$ cat src/pkg/tsevg_pkg.sv
// Constants for the timer software event generator.
// Assumes a single 50 MHz clock and a plain register port.
package tsevg_pkg;
  // ----------------------------------------------------------------
  // Register map
  // ----------------------------------------------------------------
  localparam logic [7:0] EVGEN_OFFSET = 8'h14;
  localparam logic [7:0] CTRL_OFFSET = 8'h00;
  localparam logic [7:0] FLAGS_OFFSET = 8'h10;
  localparam logic [7:0] CAP0_OFFSET = 8'h34;
  localparam logic [7:0] ARVAL_OFFSET = 8'h2c;
  localparam logic [7:0] STATE_OFFSET = 8'h24;
  localparam logic [7:0] PSC_OFFSET = 8'h28;
  // ----------------------------------------------------------------
  // Event register fields
  // ----------------------------------------------------------------
  localparam int UPD_BIT = 0;
  localparam int CH0_BIT = 1;
  localparam int NUM_CHAN = 4;
  // ----------------------------------------------------------------
  // Control register fields
  // ----------------------------------------------------------------
  localparam int DOWN_BIT = 0;
  localparam int CENTER_LO = 1;
  localparam int INPUT_LO = 4;
  localparam int IEN_LO = 8;
  localparam int DEN_LO = 12;
  localparam int CNT_EN_BIT = 16;
  // ----------------------------------------------------------------
  // Flag register fields
  // ----------------------------------------------------------------
  localparam int UPD_FLAG_BIT = 0;
  localparam int CC_FLAG_LO = 1;
  localparam int OVC_FLAG_LO = 9;
  // ----------------------------------------------------------------
  // Reset values
  // ----------------------------------------------------------------
  localparam logic [31:0] WORD_RST = 32'h0000_0000;
  localparam logic [15:0] ARVAL_RST = 16'hffff;
endpackage

$ cat src/rtl/tsevg_chan.sv
// One capture/compare channel: flag, over-capture flag, capture value.
// Assumes the request is a one-cycle pulse from the event register.
`timescale 1ns/10ps
module tsevg_chan #(
  parameter int CW = 16
) (
  input wire logic sys_clk,
  input wire logic rstn,
  input wire logic sw_req,
  input wire logic input_mode,
  input wire logic flag_clr,
  input wire logic ovc_clr,
  input wire logic cap_rd,
  input wire logic [CW-1:0] counter,
  output logic capcomp_flag_r,
  output logic overcapture_flag_r,
  output logic [CW-1:0] capture_value_r
);
  // ----------------------------------------------------------------
  // Flags
  // ----------------------------------------------------------------
  // request sets flag
  always_ff @(posedge sys_clk) begin
    if (!rstn) begin
      capcomp_flag_r <= 1'b0;
    end else if (sw_req) begin
      capcomp_flag_r <= 1'b1;
    end else if (flag_clr || (cap_rd && input_mode)) begin
      capcomp_flag_r <= 1'b0;
    end
  end
  always_ff @(posedge sys_clk) begin
    if (!rstn) begin
      overcapture_flag_r <= 1'b0;
    end else if (sw_req && input_mode && capcomp_flag_r) begin
      overcapture_flag_r <= 1'b1;
    end else if (ovc_clr) begin
      overcapture_flag_r <= 1'b0;
    end
  end
  // ----------------------------------------------------------------
  // Capture
  // ----------------------------------------------------------------
  // capture counter in input
  always_ff @(posedge sys_clk) begin
    if (!rstn) begin
      capture_value_r <= '0;
    end else if (sw_req && input_mode) begin
      capture_value_r <= counter;
    end
  end
endmodule

$ cat src/rtl/tsevg_cnt.sv
// Counter and prescaler with software update reinitialisation.
// Assumes up/down direction and mode held steady by the register file.
`timescale 1ns/10ps
module tsevg_cnt #(
  parameter int CW = 16
) (
  input wire logic sys_clk,
  input wire logic rstn,
  input wire logic enable,
  input wire logic down,
  input wire logic center,
  input wire logic upd_req,
  input wire logic [CW-1:0] psc_val,
  input wire logic [CW-1:0] reload,
  output logic [CW-1:0] count_r,
  output logic [CW-1:0] psc_cnt_r
);
  logic tick;
  assign tick = enable && (psc_cnt_r == psc_val);
  // ----------------------------------------------------------------
  // Prescaler
  // ----------------------------------------------------------------
  always_ff @(posedge sys_clk) begin
    if (!rstn) begin
      psc_cnt_r <= '0;
    end else if (upd_req || tick) begin
      psc_cnt_r <= '0;
    end else if (enable) begin
      psc_cnt_r <= psc_cnt_r + 1'b1;
    end
  end
  // ----------------------------------------------------------------
  // Counter
  // ----------------------------------------------------------------
  always_ff @(posedge sys_clk) begin
    if (!rstn) begin
      count_r <= '0;
    end else if (upd_req) begin
      if (center || !down) begin
        count_r <= '0;
      end else begin
        count_r <= reload;
      end
    end else if (tick) begin
      if (down && !center) begin
        count_r <= (count_r == '0) ? reload : count_r - 1'b1;
      end else begin
        count_r <= (count_r >= reload) ? '0 : count_r + 1'b1;
      end
    end
  end
endmodule

$ cat src/rtl/tsevg_top.sv
// Software event generator of a general timer, with its registers.
// Assumes a plain register port; read data appear one cycle after the strobe.
//
// Functional notes
// - Channel 0 request self-clears after event
// - Channel 0 request sets flag, irq/dma
// - Input mode request captures counter value
// - Input with flag set sets over-capture
// - Channels 1 to 3 behave alike
// - Update request self-clears after update
// - Update clears counter up/center
// - Update reloads counter when down-counting
// - Update clears prescaler same cycle
`timescale 1ns/10ps
module tsevg_top #(
  parameter int CW = 16
) (
  input wire logic sys_clk,
  input wire logic rstn,
  input wire logic [7:0] addr,
  input wire logic [31:0] wdata,
  input wire logic wr_en,
  input wire logic rd_en,
  output logic [31:0] rdata_r,
  output logic [3:0] irq_req_r,
  output logic [3:0] dma_req_r,
  output logic update_irq_r
);
  localparam int N = tsevg_pkg::NUM_CHAN;
  logic [31:0] ctrl_r;
  logic [CW-1:0] reload_r;
  logic [CW-1:0] psc_r;
  logic chan0_event_request;
  logic chan1_event_request;
  logic chan2_event_request;
  logic chan3_event_request;
  logic update_event_request;
  logic [N-1:0] chan_req_r;
  logic update_req_r;
  logic upd_flag_r;
  logic [N-1:0] cc_flag;
  logic [N-1:0] ovc_flag;
  logic [CW-1:0] cap_val [N];
  logic [CW-1:0] count;
  logic [CW-1:0] psc_cnt;
  logic ev_wr;
  logic flags_wr;
  logic [31:0] rdata_nxt;
  // ----------------------------------------------------------------
  // Event register decode
  // ----------------------------------------------------------------
  assign ev_wr = wr_en && (addr == tsevg_pkg::EVGEN_OFFSET);
  assign flags_wr = wr_en && (addr == tsevg_pkg::FLAGS_OFFSET);
  assign update_event_request = ev_wr && wdata[tsevg_pkg::UPD_BIT];
  assign chan0_event_request = ev_wr && wdata[tsevg_pkg::CH0_BIT];
  assign chan1_event_request = ev_wr && wdata[tsevg_pkg::CH0_BIT + 1];
  assign chan2_event_request = ev_wr && wdata[tsevg_pkg::CH0_BIT + 2];
  assign chan3_event_request = ev_wr && wdata[tsevg_pkg::CH0_BIT + 3];
  // Request bits held for the cycle in which the event is generated
  // set by one, cleared after
  always_ff @(posedge sys_clk) begin
    if (!rstn) begin
      chan_req_r <= '0;
      update_req_r <= 1'b0;
    end else begin
      chan_req_r <= {chan3_event_request, chan2_event_request,
                     chan1_event_request, chan0_event_request};
      update_req_r <= update_event_request;
    end
  end
  // ----------------------------------------------------------------
  // Configuration registers
  // ----------------------------------------------------------------
  always_ff @(posedge sys_clk) begin
    if (!rstn) begin
      ctrl_r <= tsevg_pkg::WORD_RST;
    end else if (wr_en && addr == tsevg_pkg::CTRL_OFFSET) begin
      ctrl_r <= wdata;
    end
  end
  always_ff @(posedge sys_clk) begin
    if (!rstn) begin
      reload_r <= tsevg_pkg::ARVAL_RST[CW-1:0];
    end else if (wr_en && addr == tsevg_pkg::ARVAL_OFFSET) begin
      reload_r <= wdata[CW-1:0];
    end
  end
  always_ff @(posedge sys_clk) begin
    if (!rstn) begin
      psc_r <= '0;
    end else if (wr_en && addr == tsevg_pkg::PSC_OFFSET) begin
      psc_r <= wdata[CW-1:0];
    end
  end
  // ----------------------------------------------------------------
  // Channels
  // ----------------------------------------------------------------
  // four identical channels
  genvar g;
  generate
    for (g = 0; g < N; g++) begin : g_chan
      tsevg_chan #(
        .CW(CW)
      ) u_chan (
        .sys_clk(sys_clk),
        .rstn(rstn),
        .sw_req(chan_req_r[g]),
        .input_mode(ctrl_r[tsevg_pkg::INPUT_LO + g]),
        .flag_clr(flags_wr && !wdata[tsevg_pkg::CC_FLAG_LO + g]),
        .ovc_clr(flags_wr && !wdata[tsevg_pkg::OVC_FLAG_LO + g]),
        .cap_rd(rd_en && addr == tsevg_pkg::CAP0_OFFSET + 8'(4 * g)),
        .counter(count),
        .capcomp_flag_r(cc_flag[g]),
        .overcapture_flag_r(ovc_flag[g]),
        .capture_value_r(cap_val[g])
      );
    end
  endgenerate
  // ----------------------------------------------------------------
  // Counter
  // ----------------------------------------------------------------
  tsevg_cnt #(
    .CW(CW)
  ) u_cnt (
    .sys_clk(sys_clk),
    .rstn(rstn),
    .enable(ctrl_r[tsevg_pkg::CNT_EN_BIT]),
    .down(ctrl_r[tsevg_pkg::DOWN_BIT]),
    .center(|ctrl_r[tsevg_pkg::CENTER_LO +: 2]),
    .upd_req(update_req_r),
    .psc_val(psc_r),
    .reload(reload_r),
    .count_r(count),
    .psc_cnt_r(psc_cnt)
  );
  // ----------------------------------------------------------------
  // Update flag and requests out
  // ----------------------------------------------------------------
  always_ff @(posedge sys_clk) begin
    if (!rstn) begin
      upd_flag_r <= 1'b0;
    end else if (update_req_r) begin
      upd_flag_r <= 1'b1;
    end else if (flags_wr && !wdata[tsevg_pkg::UPD_FLAG_BIT]) begin
      upd_flag_r <= 1'b0;
    end
  end
  always_ff @(posedge sys_clk) begin
    if (!rstn) begin
      irq_req_r <= '0;
      dma_req_r <= '0;
      update_irq_r <= 1'b0;
    end else begin
      irq_req_r <= cc_flag & ctrl_r[tsevg_pkg::IEN_LO +: N];
      dma_req_r <= chan_req_r & ctrl_r[tsevg_pkg::DEN_LO +: N];
      update_irq_r <= upd_flag_r;
    end
  end
  // ----------------------------------------------------------------
  // Read back
  // ----------------------------------------------------------------
  always_comb begin
    rdata_nxt = '0;
    case (addr)
      tsevg_pkg::CTRL_OFFSET: rdata_nxt = ctrl_r;
      tsevg_pkg::EVGEN_OFFSET: rdata_nxt = '0;
      tsevg_pkg::FLAGS_OFFSET: begin
        rdata_nxt[tsevg_pkg::UPD_FLAG_BIT] = upd_flag_r;
        rdata_nxt[tsevg_pkg::CC_FLAG_LO +: N] = cc_flag;
        rdata_nxt[tsevg_pkg::OVC_FLAG_LO +: N] = ovc_flag;
      end
      tsevg_pkg::STATE_OFFSET: rdata_nxt[CW-1:0] = count;
      tsevg_pkg::PSC_OFFSET: rdata_nxt[CW-1:0] = psc_r;
      tsevg_pkg::ARVAL_OFFSET: rdata_nxt[CW-1:0] = reload_r;
      tsevg_pkg::CAP0_OFFSET: rdata_nxt[CW-1:0] = cap_val[0];
      tsevg_pkg::CAP0_OFFSET + 8'h04: rdata_nxt[CW-1:0] = cap_val[1];
      tsevg_pkg::CAP0_OFFSET + 8'h08: rdata_nxt[CW-1:0] = cap_val[2];
      tsevg_pkg::CAP0_OFFSET + 8'h0c: rdata_nxt[CW-1:0] = cap_val[3];
      default: rdata_nxt = '0;
    endcase
  end
  always_ff @(posedge sys_clk) begin
    if (!rstn) begin
      rdata_r <= '0;
    end else if (rd_en) begin
      rdata_r <= rdata_nxt;
    end else begin
      rdata_r <= '0;
    end
  end
endmodule

$ cat config.mk
export PLATFORM = sky130hd
export DESIGN_NAME = tsevg_top
export DESIGN_NICKNAME = d
export VERILOG_FILES = /design/src/pkg/tsevg_pkg.sv /design/src/rtl/tsevg_chan.sv /design/src/rtl/tsevg_cnt.sv /design/src/rtl/tsevg_top.sv
export SDC_FILE = /design/constraint.sdc
export NUM_CORES = 1
export LEC_CHECK = 0
export ABC_CLOCK_PERIOD_IN_PS = 3100
export BUFFER_PORTS_ARGS = -buffer_cell sky130_fd_sc_hd__buf_4
export CELL_PAD_IN_SITES_DETAIL_PLACEMENT = 1
export CELL_PAD_IN_SITES_GLOBAL_PLACEMENT = 2
export CORE_MARGIN = 2
export CORE_UTILIZATION = 35
export DETAILED_ROUTE_END_ITERATION = 8
export MAX_ROUTING_LAYER = met4
export PLACE_DENSITY = 0.86
export SYNTH_ARGS = -nofsm -noshare
export SYNTH_HDL_FRONTEND = slang
export SYNTH_SLANG_ARGS = --single-unit
$ cat constraint.sdc
create_clock -name sys_clk -period 3.1 [get_ports sys_clk]
set_clock_uncertainty 0.15 [all_clocks]
set_input_delay 0.62 -clock sys_clk [delete_from_list [all_inputs] [get_ports sys_clk]]
set_output_delay 0.62 -clock sys_clk [all_outputs]
set_load 0.02 [all_outputs]
==> results of run 1 <==
[kinds of logic (layout without fill, tap and decap cells)]
group           Yosys count  after routing
simple gates            481            481
compound gates          324            324
flops                   215            215
buf+inv                 123            212
xor+xnor                 52             52
fa+ha+maj                20             20
mux                      11             11
[how the worst max path moves through the flow]
stage / to / cells after the start / slack [ns]
2_1_floorplan: u_cnt.count_r[8] / 9 / 0.55
3_5_place_dp: rdata_r[4] / 7 / 0.34
5_1_grt: u_cnt.count_r[10] / 8 / 0.10
4_1_cts: u_cnt.count_r[10] / 8 / 0.33
3_3_place_gp: u_cnt.count_r[10] / 8 / 0.35
6_report: u_cnt.count_r[10] / 8 / 0.30
[flip-flops by register name (all words and copies together) (netlist names)]
name,cells
chan_req_r,4
ctrl_r,32
dma_req_r,4
g_chan.u_chan.capcomp_flag_r,4
g_chan.u_chan.capture_value_r,64
g_chan.u_chan.overcapture_flag_r,4
irq_req_r,4
psc_r,16
rdata_r,32
reload_r,16
u_cnt.count_r,16
u_cnt.psc_cnt_r,16
upd_flag_r,1
update_irq_r,1
update_req_r,1
[worst reg2reg max path: stages, from the launching register on]
cell and delay [ns]:
dfxtp_1 0.66, ha_1 0.36, a21oi_1 0.17, o21ai_0 0.09, a2111oi_0 0.42, and3_1 0.25
buf_4 0.17, a211oi_1 0.08, o32ai_1 0.36
[layer usage]
metal / wire [µm] / part of all wire [%] / vias up
met1: 17250 / 45 / 4702
met2: 16640 / 44 / 390
met4: 1188 / 3.1 / 0
met5: 0 / 0 / -
met3: 2970 / 7.8 / 84
li1: - / - / 4417
[area by class of cell]
cell class	instances	area, µm²
inverter	30	115.1
tap	378	473.0
fill	3358	15820
sequential	215	4304
multi-input combinational	888	5000
clock buffer	31	656.9
clock inverter	13	212.7
timing repair buffer	138	1049
[power groups by stage]
stage / clock network (mW) / logic, mW / registers, mW
final: 3.16 / 0.190 / 2.77
after global routing: 3.30 / 0.201 / 2.76
after CTS: 3.19 / 0.189 / 2.77
after detailed placement: 0 / 0.188 / 2.83
after global placement: 0 / 0.189 / 2.83
after floorplan: 0 / 0.0769 / 2.83
[cells in the mapped netlist (all sizes together) (12+ instances only)]
master  count
nor3       16
nand2     293
xor2       24
clkbuf     80
ha         20
nand3      43
dfxtp     215
a222oi     12
inv        29
nor2       43
a31oi      31
and2       30
and3       22
buf        13
a221oi     13
a21oi     154
o211ai     24
xnor2      28
o31ai      12
o21ai      30
[placed cells by master (no fill, tap or decap), types with 4 or more instances in the layout]
| master | Yosys | final |
|---|---|---|
| xnor2_1 | 28 | 28 |
| a21oi_1 | 154 | 154 |
| buf_4 | 0 | 137 |
| a211oi_1 | 4 | 4 |
| nor3_1 | 12 | 12 |
| clkbuf_16 | 0 | 24 |
| ha_1 | 20 | 20 |
| clkbuf_1 | 80 | 4 |
| dfxtp_1 | 215 | 215 |
| mux2i_1 | 10 | 10 |
| inv_1 | 29 | 29 |
| o22ai_1 | 4 | 4 |
| a22oi_1 | 11 | 11 |
| nand3_1 | 43 | 43 |
| o21a_1 | 4 | 4 |
| xor2_1 | 24 | 24 |
| and3_1 | 22 | 22 |
| nand4_1 | 10 | 10 |
| and4_1 | 5 | 5 |
| o31ai_1 | 12 | 12 |
| o211ai_1 | 24 | 24 |
| a31oi_1 | 31 | 31 |
| nor2_1 | 43 | 43 |
| nand2_1 | 293 | 293 |
| o32ai_1 | 5 | 5 |
| a221oi_1 | 13 | 13 |
| and2_1 | 29 | 30 |
| a222oi_1 | 12 | 12 |
| bufinv_16 | 0 | 5 |
| a22o_1 | 8 | 8 |
| o21ai_0 | 30 | 30 |
| nor3_2 | 4 | 4 |
[per-stage QoR]
stage	setup WS (ns)	hold WS (ns)	cells	util (%)
after CTS	0.3306	0.1688	1693	42.75
final	0.2976	0.1743	1693	42.75
after floorplan	0.5495	0.2796	1226	-
after detailed placement	0.3368	0.2912	1649	39.60
after global placement	0.3476	0.2838	1649	39.60
after global routing	0.1023	0.1771	1693	42.75
==> reports/results.ini, run 1 <==
[logic_synthesis]
syn-num-nets=1290
synth_xor_xnor_area_share_pct=4.665
synth_top_family_by_area=simple AND/OR/NAND/NOR gates
synth-seq-area-share_pct=44.09
ys_async_sr_fraction_pct=0
yosysTopAreaCell=dfxtp_1
syn_area_mm2=0.009762
synth_compound_area_share_pct=20.57
synthFlopType=dfxtp_1
synth_top_cell_area_share_pct=44.09
yosys.area_share.adder_pct=2.563
ys.warnings.count=0
avgSynthCellArea_um2=7.962
synth_mux_area_share_pct=1.141
synth_area_leaders=dfxtp_1 (44%), nand2_1 (11%), a21oi_1 (7.9%)
synth-edff-count=0
synth_simple_gate_area_share_pct=22.14
synthCells=1226
synth-seq-cells=215
synth_cell_types=54

[routing]
postRouteAntennaNets=0
num_vias=9593
first_iter_violations=919
drc=0
viasPerCell=5.666
wl_um=38050
wl_per_cell_um=22.47
firstDrtPassIters=6

[pwr]
pwr-share-clk_pct=51.7
power.density_mw_per_mm2=517.8
leakage_nw=4.539
switchingPower_mw=1.367
seqPwrFrac_pct=45.2
peakVddDrop_mv=0.3621
power_mw=6.116
power.internal_mw=4.749
swShare_pct=22.35
comb_power_share_pct=3.1

[critical_path]
critPathKind=flip-flop to flip-flop
rr_startpoint=u_cnt.count_r[9]
startpoint=u_cnt.count_r[9]
cp.required_ns=3.38
r2r_slack_ns=0.30
cp_num_buf_inv=1
endpoint_kind=flip-flop
critPathTopFamily=compound AO/OA/AOI/OAI gates
critical_path.max_stage_delay_ns=0.66
crit_path_start_kind=flip-flop
r2r_cells=8
cp_max_fo=12
crit_chain=ha_1, a21oi_1, o21ai_0, a2111oi_0, and3_1, buf_4, a211oi_1, o32ai_1
worstPathArrival_ns=3.08
timing.rr.end=u_cnt.count_r[10]
cp_slowest_cell=dfxtp_1

[finish]
area_growth_pct=20.98
nets=1361
final_area_mm2=0.01181
layout-drive-gt1-share_pct=14.45
n_antenna_cell=0

[cts]
cts-buffers-inserted=24
cts_max_level=1
cts_sinks=215
path_clk_slew_ns=0.06
cts_tree=built
cts_resized=0
hold_buffers=0
cts_root_buf=clkbuf_16
clk_latency_ns=0.54
clockBufferDepth=3
post_cts_buffers=0

[run]
maxCapViolCount=0

[global_route]
grt_max_degree=61
met3_usage_pct=3.771
grtUsageTotal_pct=26.49
gr-usage-met1_pct=36.75
antenna_found_initial=0
grt_overflow_total=0
grt.busiest_layer=met2
grt_use_met2_pct=39.80
grt_pass1_vias=9251
grt_pass1_wl_um=57100

[die]
num_io_pins=85
fp-row-count=61
die_height_um=171.0
dieArea_mm2=0.02924
die_x_um=171.0
initial_core_util_pct=35.33
coreArea_mm2=0.02763

[sta]
max_freq_mhz=356.8
final_max_slew_viol_count=0
fin_crit_ns=2.802
rsz0062_at_grt=no
relSlewSlack_pct=24.90
tightest_slew_ns=1.125
finalHoldViolCount=0
layout_worst_path_cycle_share_pct=90.40
tns_ns=0
finalSetupViolCount=0

[place]
post_dp_cell_area_mm2=0.01094
io_buffers=84
hpwl_um=27260
place_congestion=0.8981

[worst_hold_path]
holdPathStages=3
hp-start=wdata[23]
whs_endpoint=ctrl_r[23]
worstHoldPathType=primary input to flip-flop

[run_status]
status=completed

(Power assumes the default switching activity.)
==> inputs of run 2 (changes only) <==
Settings changed: CORE_UTILIZATION 35 to 37, CTS_BUF_LIST from default to sky130_fd_sc_hd__clkbuf_4, PLACE_DENSITY 0.86 to 0.9.
==> run 2 against run 1 <==
First-iteration DRC count is 4.6% higher. Largest cell class unchanged. Core utilization rose by 2.5 points. Via count up 1.9%. Non-clock buffer count up 17. Sequential share of layout area grew 0.14 points. Combinational power up 12%. Wire length increased by 1.6%. Setup slack improved by 0.026 ns. Maximum frequency grew 0.93%. Count of clock-buffer cells in the layout grew 46. Global-route usage increased by 1.4 points.
==> reports/results.ini, run 2 (synthesis results as in run 1) <==
[die]
die_height_um=166.4  ; was 171.0 µm
fp-row-count=59  ; was 61
initial_core_util_pct=37.57  ; was 35.33%
num_io_pins=85  ; unchanged
coreArea_mm2=0.02598  ; was 0.02763 mm²
die_x_um=166.4  ; was 171.0 µm
dieArea_mm2=0.02770  ; was 0.02924 mm²

[place]
hpwl_um=26670  ; was 27260 µm
post_dp_cell_area_mm2=0.01089  ; was 0.01094 mm²
io_buffers=84  ; unchanged
place_congestion=0.9608  ; was 0.8981

[cts]
post_cts_buffers=0  ; unchanged
clk_latency_ns=0.72  ; was 0.54 ns
cts_sinks=215  ; unchanged
cts-buffers-inserted=58  ; was 24
clockBufferDepth=3  ; unchanged
cts_root_buf=clkbuf_4  ; was clkbuf_16
hold_buffers=17  ; was 0
path_clk_slew_ns=0.07  ; was 0.06 ns
cts_resized=0  ; unchanged
cts_tree=built  ; unchanged
cts_max_level=2  ; was 1

[finish]
final_cell_mix=nand2_1 (293), dfxtp_1 (215), a21oi_1 (154), buf_4 (137), clkbuf_4 (77)  ; was nand2_1 (293), dfxtp_1 (215), a21oi_1 (154), buf_4 (137)
final_common_cell=nand2_1  ; unchanged
fillers=3165  ; was 3358
area_growth_pct=20.51  ; was 20.98%
largest_register=g_chan.u_chan.capture_value_r  ; unchanged
largest_reg_flops=64  ; unchanged
layout-drive-gt1-share_pct=17.18  ; was 14.45%
nets=1412  ; was 1361
reg.largest.list=g_chan.u_chan.capture_value_r x64, ctrl_r x32, rdata_r x32  ; unchanged
final_area_mm2=0.01176  ; was 0.01181 mm²

[critical_path]
cp_num_buf_inv=1  ; unchanged
endpoint_kind=flip-flop  ; unchanged
critPathTopFamily=simple AND/OR/NAND/NOR gates  ; was compound AO/OA/AOI/OAI gates
crit_path_start_kind=flip-flop  ; unchanged
critical_path.max_stage_delay_ns=0.63  ; was 0.66 ns
cp_slowest_cell=or4_4  ; was dfxtp_1
critPathKind=flip-flop to flip-flop  ; unchanged
crit_chain=xor2_1, nor4_1, nand2_1, or4_4, nand3_1, buf_4, nor2_1  ; was ha_1, a21oi_1, o21ai_0, a2111oi_0, and3_1, buf_4, a211oi_1, o32ai_1
worstPathArrival_ns=3.21  ; was 3.08 ns
cp.required_ns=3.54  ; was 3.38 ns
cp_max_fo=16  ; was 12

[sta]
final_max_slew_viol_count=0  ; unchanged
layout_worst_path_cycle_share_pct=89.57  ; was 90.40%
fin_crit_ns=2.777  ; was 2.802 ns
tns_ns=0  ; unchanged
relSlewSlack_pct=36.05  ; was 24.90%
max_freq_mhz=360.1  ; was 356.8 MHz
finalSetupViolCount=0  ; unchanged
rsz0062_at_grt=no  ; unchanged
tightest_slew_ns=0.9593  ; was 1.125 ns
finalHoldViolCount=0  ; unchanged

[pwr]
leakage_nw=4.611  ; was 4.539 nW
power_mw=5.481  ; was 6.116 mW
peakVddDrop_mv=0.2471  ; was 0.3621 mV
power.density_mw_per_mm2=465.9  ; was 517.8 mW/mm²

[global_route]
grt_max_degree=72  ; was 61
grt_pass1_wl_um=58310  ; was 57100 µm
antenna_found_initial=2  ; was 0
grtUsageTotal_pct=27.94  ; was 26.49%
grt_overflow_total=0  ; unchanged
grt_pass1_vias=9725  ; was 9251

[routing]
routed.top_layer=met4  ; unchanged
wl_um=38640  ; was 38050 µm
firstDrtPassIters=7  ; was 6
viasPerCell=5.675  ; was 5.666
wl_per_cell_um=22.44  ; was 22.47 µm
first_iter_violations=961  ; was 919
wl_met3_um=2957  ; was 2970 µm
num_vias=9773  ; was 9593
drc=0  ; unchanged
postRouteAntennaNets=0  ; unchanged
route.met2.wl_um=17100  ; was 16640 µm
wl_met1_um=17330  ; was 17250 µm

[worst_hold_path]
worstHoldPathType=primary input to flip-flop  ; unchanged

[run_status]
status=completed  ; unchanged

[run]
maxCapViolCount=0  ; unchanged

-- run 2: power by group --
group          switching (mW)  internal [mW]
combinational           0.137         0.0761
sequential            0.00256           2.76
clock                    1.26           1.24
total                    1.40           4.08
-- run 2: per-stage QoR --
stage | cells | utilization, % | hold slack, ns | worst slack (ns)
detailed placement | 1606 | 41.90 | 0.2981 | 0.2734
CTS | 1720 | 45.25 | 0.0008286 | 0.3280
floorplan | 1226 | - | 0.2796 | 0.5495
global placement | 1606 | 41.90 | 0.2843 | 0.3502
finish | 1722 | 45.27 | 0.04884 | 0.3233
global route | 1722 | 45.27 | 0.005463 | 0.1612
-- run 2: worst paths after layout --
check	slack [ns]	endpoint	from	cells past startpoint
max reg2reg	0.32	u_cnt.psc_cnt_r[0]	psc_r[11]	7
min	0.05	chan_req_r[3]	wdata[4]	2
min reg2reg	0.31	ctrl_r[25]	ctrl_r[25]	2
max	0.32	u_cnt.psc_cnt_r[0]	psc_r[11]	7
-- run 2: cell type report --
cell class	count	area [µm²]	area share [%]
Clock buffer	77	578.1	4.914
Inverter	30	115.1	0.9785
Clock inverter	20	123.9	1.053
Antenna cell	2	5.005	0.04254
Sequential cell	215	4304	36.59
Tap cell	335	419.2	3.563
Multi-Input combinational cell	888	5000	42.50
Timing Repair Buffer	155	1219	10.36
-- run 2: metal layers --
layer  GRT usage, %  vias up
met5              -        -
met4          9.970        0
met3          5.228       85
met2          42.56      407
met1          37.16     4736
li1               -     4545
==> inputs of run 3 (changes only) <==
Settings changed: PLACE_DENSITY 0.9 to 0.85.
==> run 3 against run 2 <==
Non-clock buffer count decreased by 8. Setup slack got worse by 0.032 ns. Clock power about the same. Total power decreased by 0.22%. Combinational power decreased by 9%. Die area unchanged. Sequential share of layout area increased by 0.26 points. Critical endpoint is now u_cnt.count_r[10]. Largest cell class unchanged.
==> reports/results.ini, run 3 (synthesis results as in run 1) <==
[pwr]
leakage_nw=4.590  ; was 4.611 nW
peakVddDrop_mv=0.2178  ; was 0.2471 mV
power.density_mw_per_mm2=468.1  ; was 465.9 mW/mm²

[cts]
cts_max_level=2  ; unchanged
cts-buffers-inserted=59  ; was 58
clk_latency_ns=0.71  ; was 0.72 ns
cts_tree=built  ; unchanged
cts_root_buf=clkbuf_4  ; unchanged
cts_resized=0  ; unchanged
cts_sinks=215  ; unchanged
clockBufferDepth=3  ; unchanged
path_clk_slew_ns=0.06  ; was 0.07 ns

[sta]
rsz0062_at_grt=no  ; unchanged
finalSetupViolCount=0  ; unchanged
layout_worst_path_cycle_share_pct=90.60  ; was 89.57%
tns_ns=0  ; unchanged
tightest_slew_ns=1.129  ; was 0.9593 ns
final_max_slew_viol_count=0  ; unchanged
fin_crit_ns=2.809  ; was 2.777 ns
hold_slack_ns=0.03612  ; was 0.04884 ns
finalHoldViolCount=0  ; unchanged
max_freq_mhz=356.1  ; was 360.1 MHz
relSlewSlack_pct=24.63  ; was 36.05%

[critical_path]
cp.depth=7  ; unchanged
endpoint_kind=flip-flop  ; unchanged
critical_path.max_stage_delay_ns=0.61  ; was 0.63 ns
cp_slowest_cell=dfxtp_1  ; was or4_4
cp_max_fo=10  ; was 16
critPathTopFamily=compound AO/OA/AOI/OAI gates  ; was simple AND/OR/NAND/NOR gates
crit_chain=ha_1, nor2b_1, o211a_1, o311ai_0, and3_1, a211oi_1, o32ai_1  ; was xor2_1, nor4_1, nand2_1, or4_4, nand3_1, buf_4, nor2_1
r2r_slack_ns=0.29  ; was 0.32 ns
crit_path_start_kind=flip-flop  ; unchanged
critPathKind=flip-flop to flip-flop  ; unchanged
r2r_cells=7  ; unchanged
cp_num_buf_inv=0  ; was 1
cp.required_ns=3.53  ; was 3.54 ns
rr_startpoint=u_cnt.count_r[1]  ; was psc_r[11]
timing.rr.end=u_cnt.count_r[10]  ; was u_cnt.psc_cnt_r[0]
worstPathArrival_ns=3.24  ; was 3.21 ns

[die]
die_x_um=166.4  ; unchanged
dieArea_mm2=0.02770  ; unchanged
die_height_um=166.4  ; unchanged
num_io_pins=85  ; unchanged
initial_core_util_pct=37.57  ; unchanged
coreArea_mm2=0.02598  ; unchanged
fp-row-count=59  ; unchanged

[routing]
drc=0  ; unchanged
first_iter_violations=976  ; was 961
wl_um=38900  ; was 38640 µm
firstDrtPassIters=6  ; was 7
viasPerCell=5.755  ; was 5.675
num_vias=9892  ; was 9773
wl_per_cell_um=22.63  ; was 22.44 µm
postRouteAntennaNets=0  ; unchanged

[run_status]
status=completed  ; unchanged

[finish]
area_growth_pct=19.66  ; was 20.51%
layout-drive-gt1-share_pct=17.66  ; was 17.18%
largest_register=g_chan.u_chan.capture_value_r  ; unchanged
final_common_cell=nand2_1  ; unchanged
reg.largest.list=g_chan.u_chan.capture_value_r x64, ctrl_r x32, rdata_r x32  ; unchanged
final_cell_mix=nand2_1 (293), dfxtp_1 (215), a21oi_1 (154), buf_4 (143), clkbuf_4 (87)  ; was nand2_1 (293), dfxtp_1 (215), a21oi_1 (154), buf_4 (137), clkbuf_4 (77)
nets=1405  ; was 1412
largest_reg_flops=64  ; unchanged

[worst_hold_path]
hp-start=wdata[25]  ; was wdata[4]
whs_endpoint=ctrl_r[25]  ; was chan_req_r[3]
holdPathStages=3  ; was 2
worstHoldPathType=primary input to flip-flop  ; unchanged

[place]
place_congestion=0.9750  ; was 0.9608
hpwl_um=27220  ; was 26670 µm
io_buffers=84  ; unchanged

[run]
maxCapViolCount=0  ; unchanged

[global_route]
grtUsageTotal_pct=28.41  ; was 27.94%
antenna_found_initial=1  ; was 2
grt_pass1_vias=9788  ; was 9725
grt_max_degree=101  ; was 72
grt_overflow_total=0  ; unchanged
grt_pass1_wl_um=59600  ; was 58310 µm

[run 3: power by group]
part           switching [mW]  total, mW  internal [mW]
combinational           0.130      0.194         0.0646
sequential            0.00247       2.77           2.76
clock                    1.24       2.51           1.27
total                    1.37       5.47           4.10
[run 3: worst max-delay path by stage]
| stage | end | start |
|---|---|---|
| after floorplan | u_cnt.count_r[8] | u_cnt.count_r[0] |
| after global placement | rdata_r[9] | addr[1] |
| after detailed placement | rdata_r[9] | addr[1] |
| after CTS | u_cnt.count_r[10] | u_cnt.count_r[1] |
| after global routing | u_cnt.count_r[10] | reload_r[11] |
| final | u_cnt.count_r[10] | u_cnt.count_r[1] |
[run 3: layer usage]
layer	wire, µm	global-route usage [%]
met5	0	-
met3	3178	4.610
met1	16860	37.96
met2	17540	43.84
met4	1319	9.670
[run 3: per-stage QoR]
step	std cells	cell area, µm²	worst slack (ns)	power, mW	utilization [%]
4_1_cts	1716	11670	0.3132	5.514	44.90
3_5_place_dp	1612	10930	0.1243	3.015	42.07
3_3_place_gp	1612	10930	0.1433	3.016	42.07
6_report	1719	11680	0.2915	5.469	44.95
5_1_grt	1719	11680	0.04105	5.690	44.95
2_1_floorplan	1226	9762	0.5495	2.903	-
[run 3: layout make-up]
cell class              instances  area [µm²]
clock buffers                  87       653.1
flip-flops and latches        215        4304
inverters                      30       115.1
clock inverters                15       61.31
well taps                     335       419.2
fillers                      3208       14300
repair buffers                147        1124
diodes                          2       5.005
multi-input cells             888        5000
[run 3: timing repair]
item | 4_1_cts | 5_1_grt
hold endpoints to repair | 2 | 1
buffers inserted | 0 | 0
hold buffers | 2 | 1
[run 3: worst min-delay path, stage by stage]
cell     delay, ns
buf_4         0.11
nand2_1       0.05
a21oi_1       0.05
